--- config.mk ---
export PLATFORM = sky130hd
export DESIGN_NAME = rpd_rmii_phy
export DESIGN_NICKNAME = d
export VERILOG_FILES = /design/src/rpd_pkg.sv /design/src/rpd_rmii_phy.sv /design/src/rpd_fifo.sv
export VERILOG_INCLUDE_DIRS = /design/src
export SDC_FILE = /design/constraint.sdc
export NUM_CORES = 1
export LEC_CHECK = 0
export ABC_AREA = 1
export BUFFER_PORTS_ARGS = -buffer_cell sky130_fd_sc_hd__buf_2
export CAP_MARGIN = 20
export CORE_MARGIN = 3
export CORE_UTILIZATION = 59
export CTS_BUF_LIST = sky130_fd_sc_hd__clkbuf_16
export DETAILED_ROUTE_END_ITERATION = 10
export PLACE_DENSITY = 0.9
export SLEW_MARGIN = 20
export SYNTH_ARGS = -nofsm -noshare
export SYNTH_HDL_FRONTEND = slang
export SYNTH_SLANG_ARGS = --single-unit
--- constraint.sdc ---
create_clock -name clk_in -period 2.5 [get_ports clk_in]
set_clock_uncertainty 0.2 [all_clocks]
set_input_delay 0.25 -clock clk_in [delete_from_list [all_inputs] [get_ports clk_in]]
set_output_delay 0.25 -clock clk_in [all_outputs]
set_load 0.02 [all_outputs]
--- src/rpd_regs.svh ---
// constants for the rmii phy data interface block
`ifndef RPD_REGS_SVH
`define RPD_REGS_SVH

`define RPD_CLK_MHZ 100
`define RPD_REF_PERIOD_NS 20
`define RPD_REF_HALF_CYC ((`RPD_REF_PERIOD_NS * `RPD_CLK_MHZ) / 2000)
`define RPD_CFG_W 3
`define RPD_CFG_RMII 3'h1
`define RPD_CFG_RESET 3'h0
`define RPD_DIBIT_W 2
`define RPD_DIBIT_IDLE 2'h0
`define RPD_DIBIT_LPI 2'h1
`define RPD_FIFO_DEPTH 16
`define RPD_FIFO_AW 4

`endif

--- src/rpd_pkg.sv ---
// types shared by the rmii phy data interface
package rpd_pkg;
  typedef enum logic [1:0] {RPD_RX_IDLE, RPD_RX_WAIT, RPD_RX_DATA} rpd_rx_state_e;
endpackage

--- src/rpd_rmii_phy.sv ---
// rmii phy data path: strap and clock mode, reference clock, transmit intake, receive output
`timescale 1ns/1ps
`include "rpd_regs.svh"

// Functional notes
// - transmit and receive each move one two-bit dibit per reference clock
// - works at 10 and 100 Mbps, half or full duplex
// - straps 001 with clock-mode bit 0 give 25 MHz clock mode
// - straps 001 with clock-mode bit 1 give 50 MHz clock mode
// - one continuous 50 MHz reference clock times every data signal
// - 25 MHz mode: device makes the reference clock and drives it out
// - 50 MHz mode: reference taken at crystal input, clock output unused
// - while transmit enable is high, one dibit per clock is taken
// - carrier detection raises receive valid without waiting for alignment
// - loss of carrier drops receive valid
// - receive valid stays high first to last dibit, drops right after
// - receive data shows 00 after valid rises until decoding is ready
// - every clock with receive valid high after decoding is ready carries one recovered dibit
// - receive data idles at 00, or 01 for low-power idle
// - receive data changes only on the reference clock
// - receive error raised with valid high when a symbol error is seen once decoding is ready
module rpd_rmii_phy (
  input wire logic clk_in, // 100 MHz system clock
  input wire logic resetn_in, // async reset, active low
  input wire logic [`RPD_CFG_W-1:0] strap_cfg_in, // interface-select straps
  input wire logic clk_mode_50_in, // clock-mode select bit
  input wire logic eee_en_in, // energy-efficient operation in use
  input wire logic crystal_input_in, // 50 MHz reference in 50 MHz mode
  output logic ref_clk_out, // generated reference clock
  output logic rmii_sel_out, // straps chose rmii
  output logic mode_50_out, // 50 MHz clock mode active
  input wire logic txen_in, // mac transmit enable pin
  input wire logic [`RPD_DIBIT_W-1:0] txd_in, // mac transmit dibit pins
  output logic [`RPD_DIBIT_W-1:0] tx_dibit_out, // dibit toward the line coder
  output logic tx_valid_out, // tx_dibit_out holds a dibit
  input wire logic tx_ready_in, // line coder takes the dibit
  output logic tx_lpi_out, // mac signals low-power idle
  output logic tx_overflow_out, // a dibit was lost to a full buffer
  input wire logic line_carrier_in, // carrier detect from line side, async
  input wire logic rx_locked_in, // decoder delivers properly decoded dibits
  input wire logic [`RPD_DIBIT_W-1:0] rx_dibit_in, // recovered dibit
  input wire logic rx_sym_err_in, // symbol or coding error seen
  input wire logic rx_lpi_in, // receive side in low-power idle
  output logic crs_dv_out, // carrier sense and data valid to mac
  output logic [`RPD_DIBIT_W-1:0] rxd_out, // receive dibit to mac
  output logic rxer_out // receive error to mac
);
  localparam int HALF_CYC = `RPD_REF_HALF_CYC < 1 ? 1 : `RPD_REF_HALF_CYC;

  logic [2:0] xi_sync;
  logic txen_s1;
  logic txen_s2;
  logic txen_s3;
  logic [`RPD_DIBIT_W-1:0] txd_s1;
  logic [`RPD_DIBIT_W-1:0] txd_s2;
  logic [`RPD_DIBIT_W-1:0] txd_s3;
  logic car_s1;
  logic car_s2;
  logic straps_taken;
  logic rmii_sel;
  logic [7:0] div_cnt;
  logic gen_clk;
  logic [7:0] next_div_cnt;
  logic next_gen_clk;
  logic gen_rise;
  logic ref_edge;
  logic take_txen;
  logic [`RPD_DIBIT_W-1:0] take_txd;
  logic push;
  logic push_ready;
  logic next_overflow;
  logic next_lpi;
  rpd_pkg::rpd_rx_state_e rx_state;
  rpd_pkg::rpd_rx_state_e next_rx_state;
  logic next_crs;
  logic [`RPD_DIBIT_W-1:0] next_rxd;
  logic next_rxer;

  // straps are caught on the first edge after reset release, never by the reset itself
  always_ff @(posedge clk_in or negedge resetn_in)
  begin
    if (!resetn_in)
    begin
      straps_taken <= 1'b0;
      rmii_sel <= 1'b0;
    end
    else if (!straps_taken)
    begin
      straps_taken <= 1'b1;
      rmii_sel <= (strap_cfg_in == `RPD_CFG_RMII);
    end
  end

  // crystal input, transmit pins and carrier each pass two flops before any logic reads them
  always_ff @(posedge clk_in or negedge resetn_in)
  begin
    if (!resetn_in)
    begin
      xi_sync <= '0;
      txen_s1 <= 1'b0;
      txen_s2 <= 1'b0;
      txen_s3 <= 1'b0;
      txd_s1 <= `RPD_DIBIT_IDLE;
      txd_s2 <= `RPD_DIBIT_IDLE;
      txd_s3 <= `RPD_DIBIT_IDLE;
      car_s1 <= 1'b0;
      car_s2 <= 1'b0;
    end
    else
    begin
      xi_sync <= {xi_sync[1:0], crystal_input_in};
      txen_s1 <= txen_in;
      txen_s2 <= txen_s1;
      txen_s3 <= txen_s2;
      txd_s1 <= txd_in;
      txd_s2 <= txd_s1;
      txd_s3 <= txd_s2;
      car_s1 <= line_carrier_in;
      car_s2 <= car_s1;
    end
  end

  // reference divider; in 50 MHz mode it rests and the output stays low
  always_comb
  begin
    next_div_cnt = div_cnt;
    next_gen_clk = 1'b0;
    if (rmii_sel && !clk_mode_50_in)
    begin
      next_gen_clk = gen_clk;
      if (div_cnt == 8'(HALF_CYC - 1))
      begin
        next_div_cnt = '0;
        next_gen_clk = !gen_clk;
      end
      else
      begin
        next_div_cnt = div_cnt + 8'h01;
      end
    end
    else
    begin
      next_div_cnt = '0;
    end
    gen_rise = next_gen_clk && !gen_clk;
  end

  always_ff @(posedge clk_in or negedge resetn_in)
  begin
    if (!resetn_in)
    begin
      div_cnt <= '0;
      gen_clk <= 1'b0;
      ref_clk_out <= 1'b0;
      mode_50_out <= 1'b0;
      rmii_sel_out <= 1'b0;
    end
    else
    begin
      div_cnt <= next_div_cnt;
      gen_clk <= next_gen_clk;
      ref_clk_out <= next_gen_clk;
      mode_50_out <= rmii_sel && clk_mode_50_in;
      rmii_sel_out <= rmii_sel;
    end
  end

  // a single edge strobe times both directions; the mac's own edge is seen late
  // by the synchroniser, so in 50 MHz mode the data one stage older is the stable one
  always_comb
  begin
    ref_edge = 1'b0;
    take_txen = txen_s2;
    take_txd = txd_s2;
    if (rmii_sel && clk_mode_50_in)
    begin
      ref_edge = xi_sync[1] && !xi_sync[2];
      take_txen = txen_s3;
      take_txd = txd_s3;
    end
    else if (rmii_sel)
    begin
      ref_edge = gen_rise;
    end
  end

  // transmit intake: one dibit per reference edge while enable is high
  always_comb
  begin
    push = ref_edge && take_txen;
    next_overflow = push && !push_ready;
    next_lpi = tx_lpi_out;
    if (ref_edge)
    begin
      next_lpi = eee_en_in && !take_txen && (take_txd == `RPD_DIBIT_LPI);
    end
  end

  always_ff @(posedge clk_in or negedge resetn_in)
  begin
    if (!resetn_in)
    begin
      tx_overflow_out <= 1'b0;
      tx_lpi_out <= 1'b0;
    end
    else
    begin
      tx_overflow_out <= next_overflow;
      tx_lpi_out <= next_lpi;
    end
  end

  // buffer lets the line coder stall; overflow is only reported, the mac cannot wait
  rpd_fifo #(
    .WIDTH(`RPD_DIBIT_W),
    .DEPTH(`RPD_FIFO_DEPTH),
    .AW(`RPD_FIFO_AW)
  ) u_tx_fifo (
    .clk_in(clk_in),
    .resetn_in(resetn_in),
    .in_valid_in(push),
    .in_ready_out(push_ready),
    .in_data_in(take_txd),
    .out_valid_out(tx_valid_out),
    .out_ready_in(tx_ready_in),
    .out_data_out(tx_dibit_out)
  );

  // receive side; carrier is taken at the next edge, which is as early as a flop can be
  always_comb
  begin
    next_rx_state = rx_state;
    case (rx_state)
      rpd_pkg::RPD_RX_IDLE:
      begin
        if (car_s2)
        begin
          next_rx_state = rpd_pkg::RPD_RX_WAIT;
        end
      end
      rpd_pkg::RPD_RX_WAIT:
      begin
        if (!car_s2)
        begin
          next_rx_state = rpd_pkg::RPD_RX_IDLE;
        end
        else if (rx_locked_in)
        begin
          next_rx_state = rpd_pkg::RPD_RX_DATA;
        end
      end
      default:
      begin
        if (!car_s2)
        begin
          next_rx_state = rpd_pkg::RPD_RX_IDLE;
        end
      end
    endcase
    if (!ref_edge)
    begin
      next_rx_state = rx_state;
    end
    next_crs = crs_dv_out;
    next_rxd = rxd_out;
    next_rxer = rxer_out;
    if (ref_edge)
    begin
      next_crs = (next_rx_state != rpd_pkg::RPD_RX_IDLE);
      next_rxer = 1'b0;
      if (next_rx_state == rpd_pkg::RPD_RX_DATA)
      begin
        next_rxd = rx_dibit_in;
        next_rxer = rx_sym_err_in;
      end
      else if (next_rx_state == rpd_pkg::RPD_RX_WAIT)
      begin
        next_rxd = `RPD_DIBIT_IDLE;
      end
      else
      begin
        next_rxd = (eee_en_in && rx_lpi_in) ? `RPD_DIBIT_LPI : `RPD_DIBIT_IDLE;
      end
    end
  end

  always_ff @(posedge clk_in or negedge resetn_in)
  begin
    if (!resetn_in)
    begin
      rx_state <= rpd_pkg::RPD_RX_IDLE;
      crs_dv_out <= 1'b0;
      rxd_out <= `RPD_DIBIT_IDLE;
      rxer_out <= 1'b0;
    end
    else
    begin
      rx_state <= next_rx_state;
      crs_dv_out <= next_crs;
      rxd_out <= next_rxd;
      rxer_out <= next_rxer;
    end
  end
endmodule

--- src/rpd_fifo.sv ---
// small synchronous fifo with valid and ready on both sides
`timescale 1ns/1ps
module rpd_fifo #(
  parameter int WIDTH = 2,
  parameter int DEPTH = 16,
  parameter int AW = 4
) (
  input wire logic clk_in, // system clock
  input wire logic resetn_in, // async reset, active low
  input wire logic in_valid_in, // write request
  output logic in_ready_out, // not full
  input wire logic [WIDTH-1:0] in_data_in, // write data
  output logic out_valid_out, // not empty
  input wire logic out_ready_in, // reader takes the word
  output logic [WIDTH-1:0] out_data_out // head word, registered
);
  logic [WIDTH-1:0] mem [DEPTH];
  logic [AW-1:0] wr_ptr;
  logic [AW-1:0] rd_ptr;
  logic [AW:0] count;
  logic [AW-1:0] next_wr_ptr;
  logic [AW-1:0] next_rd_ptr;
  logic [AW:0] next_count;
  logic push;
  logic pop;

  always_comb
  begin
    push = in_valid_in && in_ready_out;
    pop = out_valid_out && out_ready_in;
    next_wr_ptr = push ? wr_ptr + 1'b1 : wr_ptr;
    next_rd_ptr = pop ? rd_ptr + 1'b1 : rd_ptr;
    next_count = count;
    if (push && !pop)
    begin
      next_count = count + 1'b1;
    end
    else if (pop && !push)
    begin
      next_count = count - 1'b1;
    end
  end

  always_ff @(posedge clk_in or negedge resetn_in)
  begin
    if (!resetn_in)
    begin
      wr_ptr <= '0;
      rd_ptr <= '0;
      count <= '0;
      in_ready_out <= 1'b1;
      out_valid_out <= 1'b0;
      out_data_out <= '0;
    end
    else
    begin
      wr_ptr <= next_wr_ptr;
      rd_ptr <= next_rd_ptr;
      count <= next_count;
      in_ready_out <= (next_count != (AW+1)'(DEPTH));
      out_valid_out <= (next_count != '0);
      // head word taken from memory, or straight from the write when it lands in empty
      if (next_count != '0)
      begin
        out_data_out <= (count == '0 || (count == (AW+1)'(1) && pop)) && push ?
                        in_data_in : mem[next_rd_ptr];
      end
    end
  end

  always_ff @(posedge clk_in)
  begin
    if (push)
    begin
      mem[wr_ptr] <= in_data_in;
    end
  end
endmodule

==> summary.txt <==
Critical path
  – Worst-path fanout max: 8
  – Critical Path Start: div_cnt[0]$_DFF_PN0_
  – Worst setup SP type: register
  – CP Capture Type: register
  – Reg-to-reg slack, setup: 0.23 ns
  – Cell depth of the worst flop-to-flop path: 10
  – Critical path class: register to register
  – Req. time, crit path: 2.33 ns
  – Worst r2r dst: u_tx_fifo.mem[10][1]$_DFFE_PP_
  – Worst r2r src: div_cnt[0]$_DFF_PN0_
  – End point of the critical path: u_tx_fifo.mem[10][1]$_DFFE_PP_
  – Critical Path AT: 2.11 ns

Die
  – Chip height: 86.32 um
  – Initial Util: 0.6244
  – Full die area: 0.007451 mm^2
  – Core Footprint: 0.006096 mm^2
  – # rows: 28
  – Die Wd: 86.32 um
  – Top Ports: 30

Clocking
  – Clk_lat worst skew: 0.34 ns
  – Clock buffer count from CTS: 9
  – CTS tree: done
  – H-tree depth: 3
  – CTS root buffer: clkbuf_16
  – Clock-pin slew on the worst setup and hold paths: 0.06 ns
  – Bufs on Longest Clock Path: 2
  – # Post-CTS Setup Buffers: 0
  – CTS sink count: 84

Pwr
  – PwrDens: 1003 mW/mm^2
  – NetSw: 1623 uW
  – Switching share of power: 0.3683
  – Clock share of power: 0.263
  – Worst IR Drop VDD: 627.1 uV
  – Seq pwr share: 0.409
  – LEAKAGE: 0.002036 uW
  – Internal power: 2784 uW
  – Power share of the combinational group: 0.328

Cells and area
  – Ant diodes: 0
  – Layout cells sized above 1: 0.1791
  – Area grow syn2layout: 15.45%
  – Fin nets: 454

Synthesis
  – Most common cell in the netlist: nand2_1
  – Yosys cell types: 35
  – Yosys warning count: 0
  – Largest area contributor in the netlist: dfrtp_1
  – Number of synthesized register bits: 84
  – Synth Cell Area: 0.003806 mm^2
  – Ranking of synthesized cells by area: dfrtp_1 (34%), edfxtp_1 (25%), nand2_1 (7.3%)
  – Synth Flop Type: dfrtp_1
  – Post-synth ARST share: 0.6190
  – Commonest cells in the netlist: nand2_1 (74), dfrtp_1 (51), nor2_1 (44)
  – Synth top area share: 0.3353
  – Net Count, Synth: 406
  – Cells after Synth: 377
  – Synthesized area per cell: 10.10 um^2
  – Seq/Total Area, Yosys: 0.5947
  – Post-synth EDFFs: 32

Worst hold path
  – Worst Hold Launch: rx_sym_err_in
  – HP Class: primary input to register

GRT
  – Met3 Resource Use GR: 0.05418
  – Largest net degree at the start of global routing: 43
  – GRT busiest layer: met2
  – Initial antenna violation count: 0
  – Vias in the first global route: 2781
  – Global routing usage on met2: 0.3832
  – Global route overflow: 0
  – First-pass GRT wire length: 12620 um
  – All-Layer GR Usage: 0.2266
  – M1 GR Usage: 0.2611

Detailed routing
  – Iteration-0 DRC Markers: 348
  – Vias: 2743
  – Antenna Nets Post-Route: 0
  – Drt pass-1 iters: 4
  – Drt via density: 5.432
  – Total wire length: 7468 um
  – DR DRC count: 0
  – Average wire per standard cell: 14.79 um

Placed design
  – HPWL after detailed placement: 5100 um
  – GPL Wtd Cong: 0.8815
  – IO buf count: 29
  – Pre-CTS setup slack: 0.2437 ns

STA
  – Min cycle time layout: 2.273 ns
  – Tightest Pin Transition: 0.8900 ns
  – Final setup fails: 0
  – Max-slew violations: 0
  – Worst Slack Setup Final: 0.2266 ns
  – Setup TNS: 0 ns
  – Hold WS: -0.007593 ns
  – Final hold violation count: 1
  – RSZ-0062 raised after global routing: no
  – Rel. slew slack: 0.4067
  – Tcrit/Tclk final: 0.9094
  – FMAX: 0.4399 GHz

Run status
  – Failing checks: hold timing
  – Status: finished, violations left

Run
  – Maxcap violations: 0
==> power by group through the flow <==
stage	clock [uW]	combinational (uW)	sequential, uW
2_1_floorplan	0	1040	1810
3_3_place_gp	0	1350	1800
3_5_place_dp	0	1400	1820
4_1_cts	1170	1440	1800
5_1_grt	1240	1630	1820
6_report	1160	1450	1800
==> layout by cell type (no fill, tap or decap), drive strengths merged <==
master	synthesis	final
clkinv	1	5
ha	11	11
o211ai	8	8
nor3	8	8
nand4	6	6
dfrtp	51	51
a211oi	1	1
a21oi	14	14
a31oi	2	2
a21o	1	1
nand3	18	18
xor2	11	11
nand2	86	86
nand3b	1	1
buf	3	33
conb	1	1
dlygate4sd3	0	9
nor2	48	48
o21ai	22	22
mux2i	1	1
edfxtp	32	32
inv	47	50
o21a	1	1
clkbuf	2	9
dfstp	1	1
==> registers in the layout, indices dropped and copies added (netlist names), 2 cells and up <==
name                    cells
div_cnt                     8
rxd_out                     2
txd_s2                      2
rx_state                    2
u_tx_fifo.rd_ptr            4
txd_s3                      2
txd_s1                      2
xi_sync                     3
u_tx_fifo.out_data_out      2
u_tx_fifo.wr_ptr            4
u_tx_fifo.mem              32
u_tx_fifo.count             5
==> metrics by stage <==
stage | hold slack [ns] | area (um^2) | power (uW) | util | std cells
detailed placement | 0.1371 | 4043 | 3217 | 0.6632 | 480
global route | 0.02845 | 4394 | 4693 | 0.7209 | 505
global placement | 0.1335 | 4043 | 3149 | 0.6632 | 480
floorplan | -0.2456 | 3806 | 2855 | - | 377
CTS | 0.0001298 | 4394 | 4414 | 0.7209 | 505
finish | -0.007593 | 4394 | 4407 | 0.7209 | 505
==> cells by family (layout without fill, tap and decap cells) <==
| group | Yosys count | count (layout) | share of synthesized area |
|---|---|---|---|
| fa+ha+maj | 11 | 11 | 0.03616 |
| compound gates | 49 | 49 | 0.07627 |
| mux | 1 | 1 | 0.002630 |
| buf+inv | 53 | 106 | 0.05654 |
| flops | 84 | 84 | 0.5947 |
| other cells | 1 | 1 | 0.0009852 |
| simple gates | 167 | 167 | 0.2074 |
| xor+xnor | 11 | 11 | 0.02531 |
==> routing by layer <==
layer	routed length, um	part of all wire
met5	0	0
met4	229	0.031
met3	484	0.065
met2	3845	0.51
met1	2908	0.39
==> worst min path at each step <==
stage                                 to  cells after the start
floorplan               car_s1$_DFF_PN0_                      0
global placement     txd_s2[0]$_DFF_PN0_                      0
detailed placement   txd_s2[0]$_DFF_PN0_                      0
CTS                 rxer_out$_DFFE_PN0N_                      3
global route        rxer_out$_DFFE_PN0N_                      3
finish              rxer_out$_DFFE_PN0N_                      3
==> worst max-delay path, cell delays in order (launching register included) <==
cell and delay [ns]:
dfrtp_1 0.40, inv_1 0.09, ha_1 0.14, inv_1 0.04
nor2_1 0.15, nand3_2 0.12, nand2_4 0.10, nand3_4 0.11
inv_1 0.23, nand2_1 0.18, nor2_1 0.21
==> area by class of cell <==
| cell class | count | area, um^2 |
|---|---|---|
| tap | 75 | 93.84 |
| inverter | 48 | 182.7 |
| fill | 421 | 1702 |
| multi-input combinational | 240 | 1328 |
| timing repair buffer | 42 | 265.3 |
| sequential | 84 | 2263 |
| clock buffer | 9 | 225.2 |
| clock inverter | 7 | 36.28 |
==> timing repair <==
action	CTS	global route
endpoints found under the hold margin	46	0
hold buffers	9	0
gates resized for setup	0	0
(Power assumes the default switching activity.)
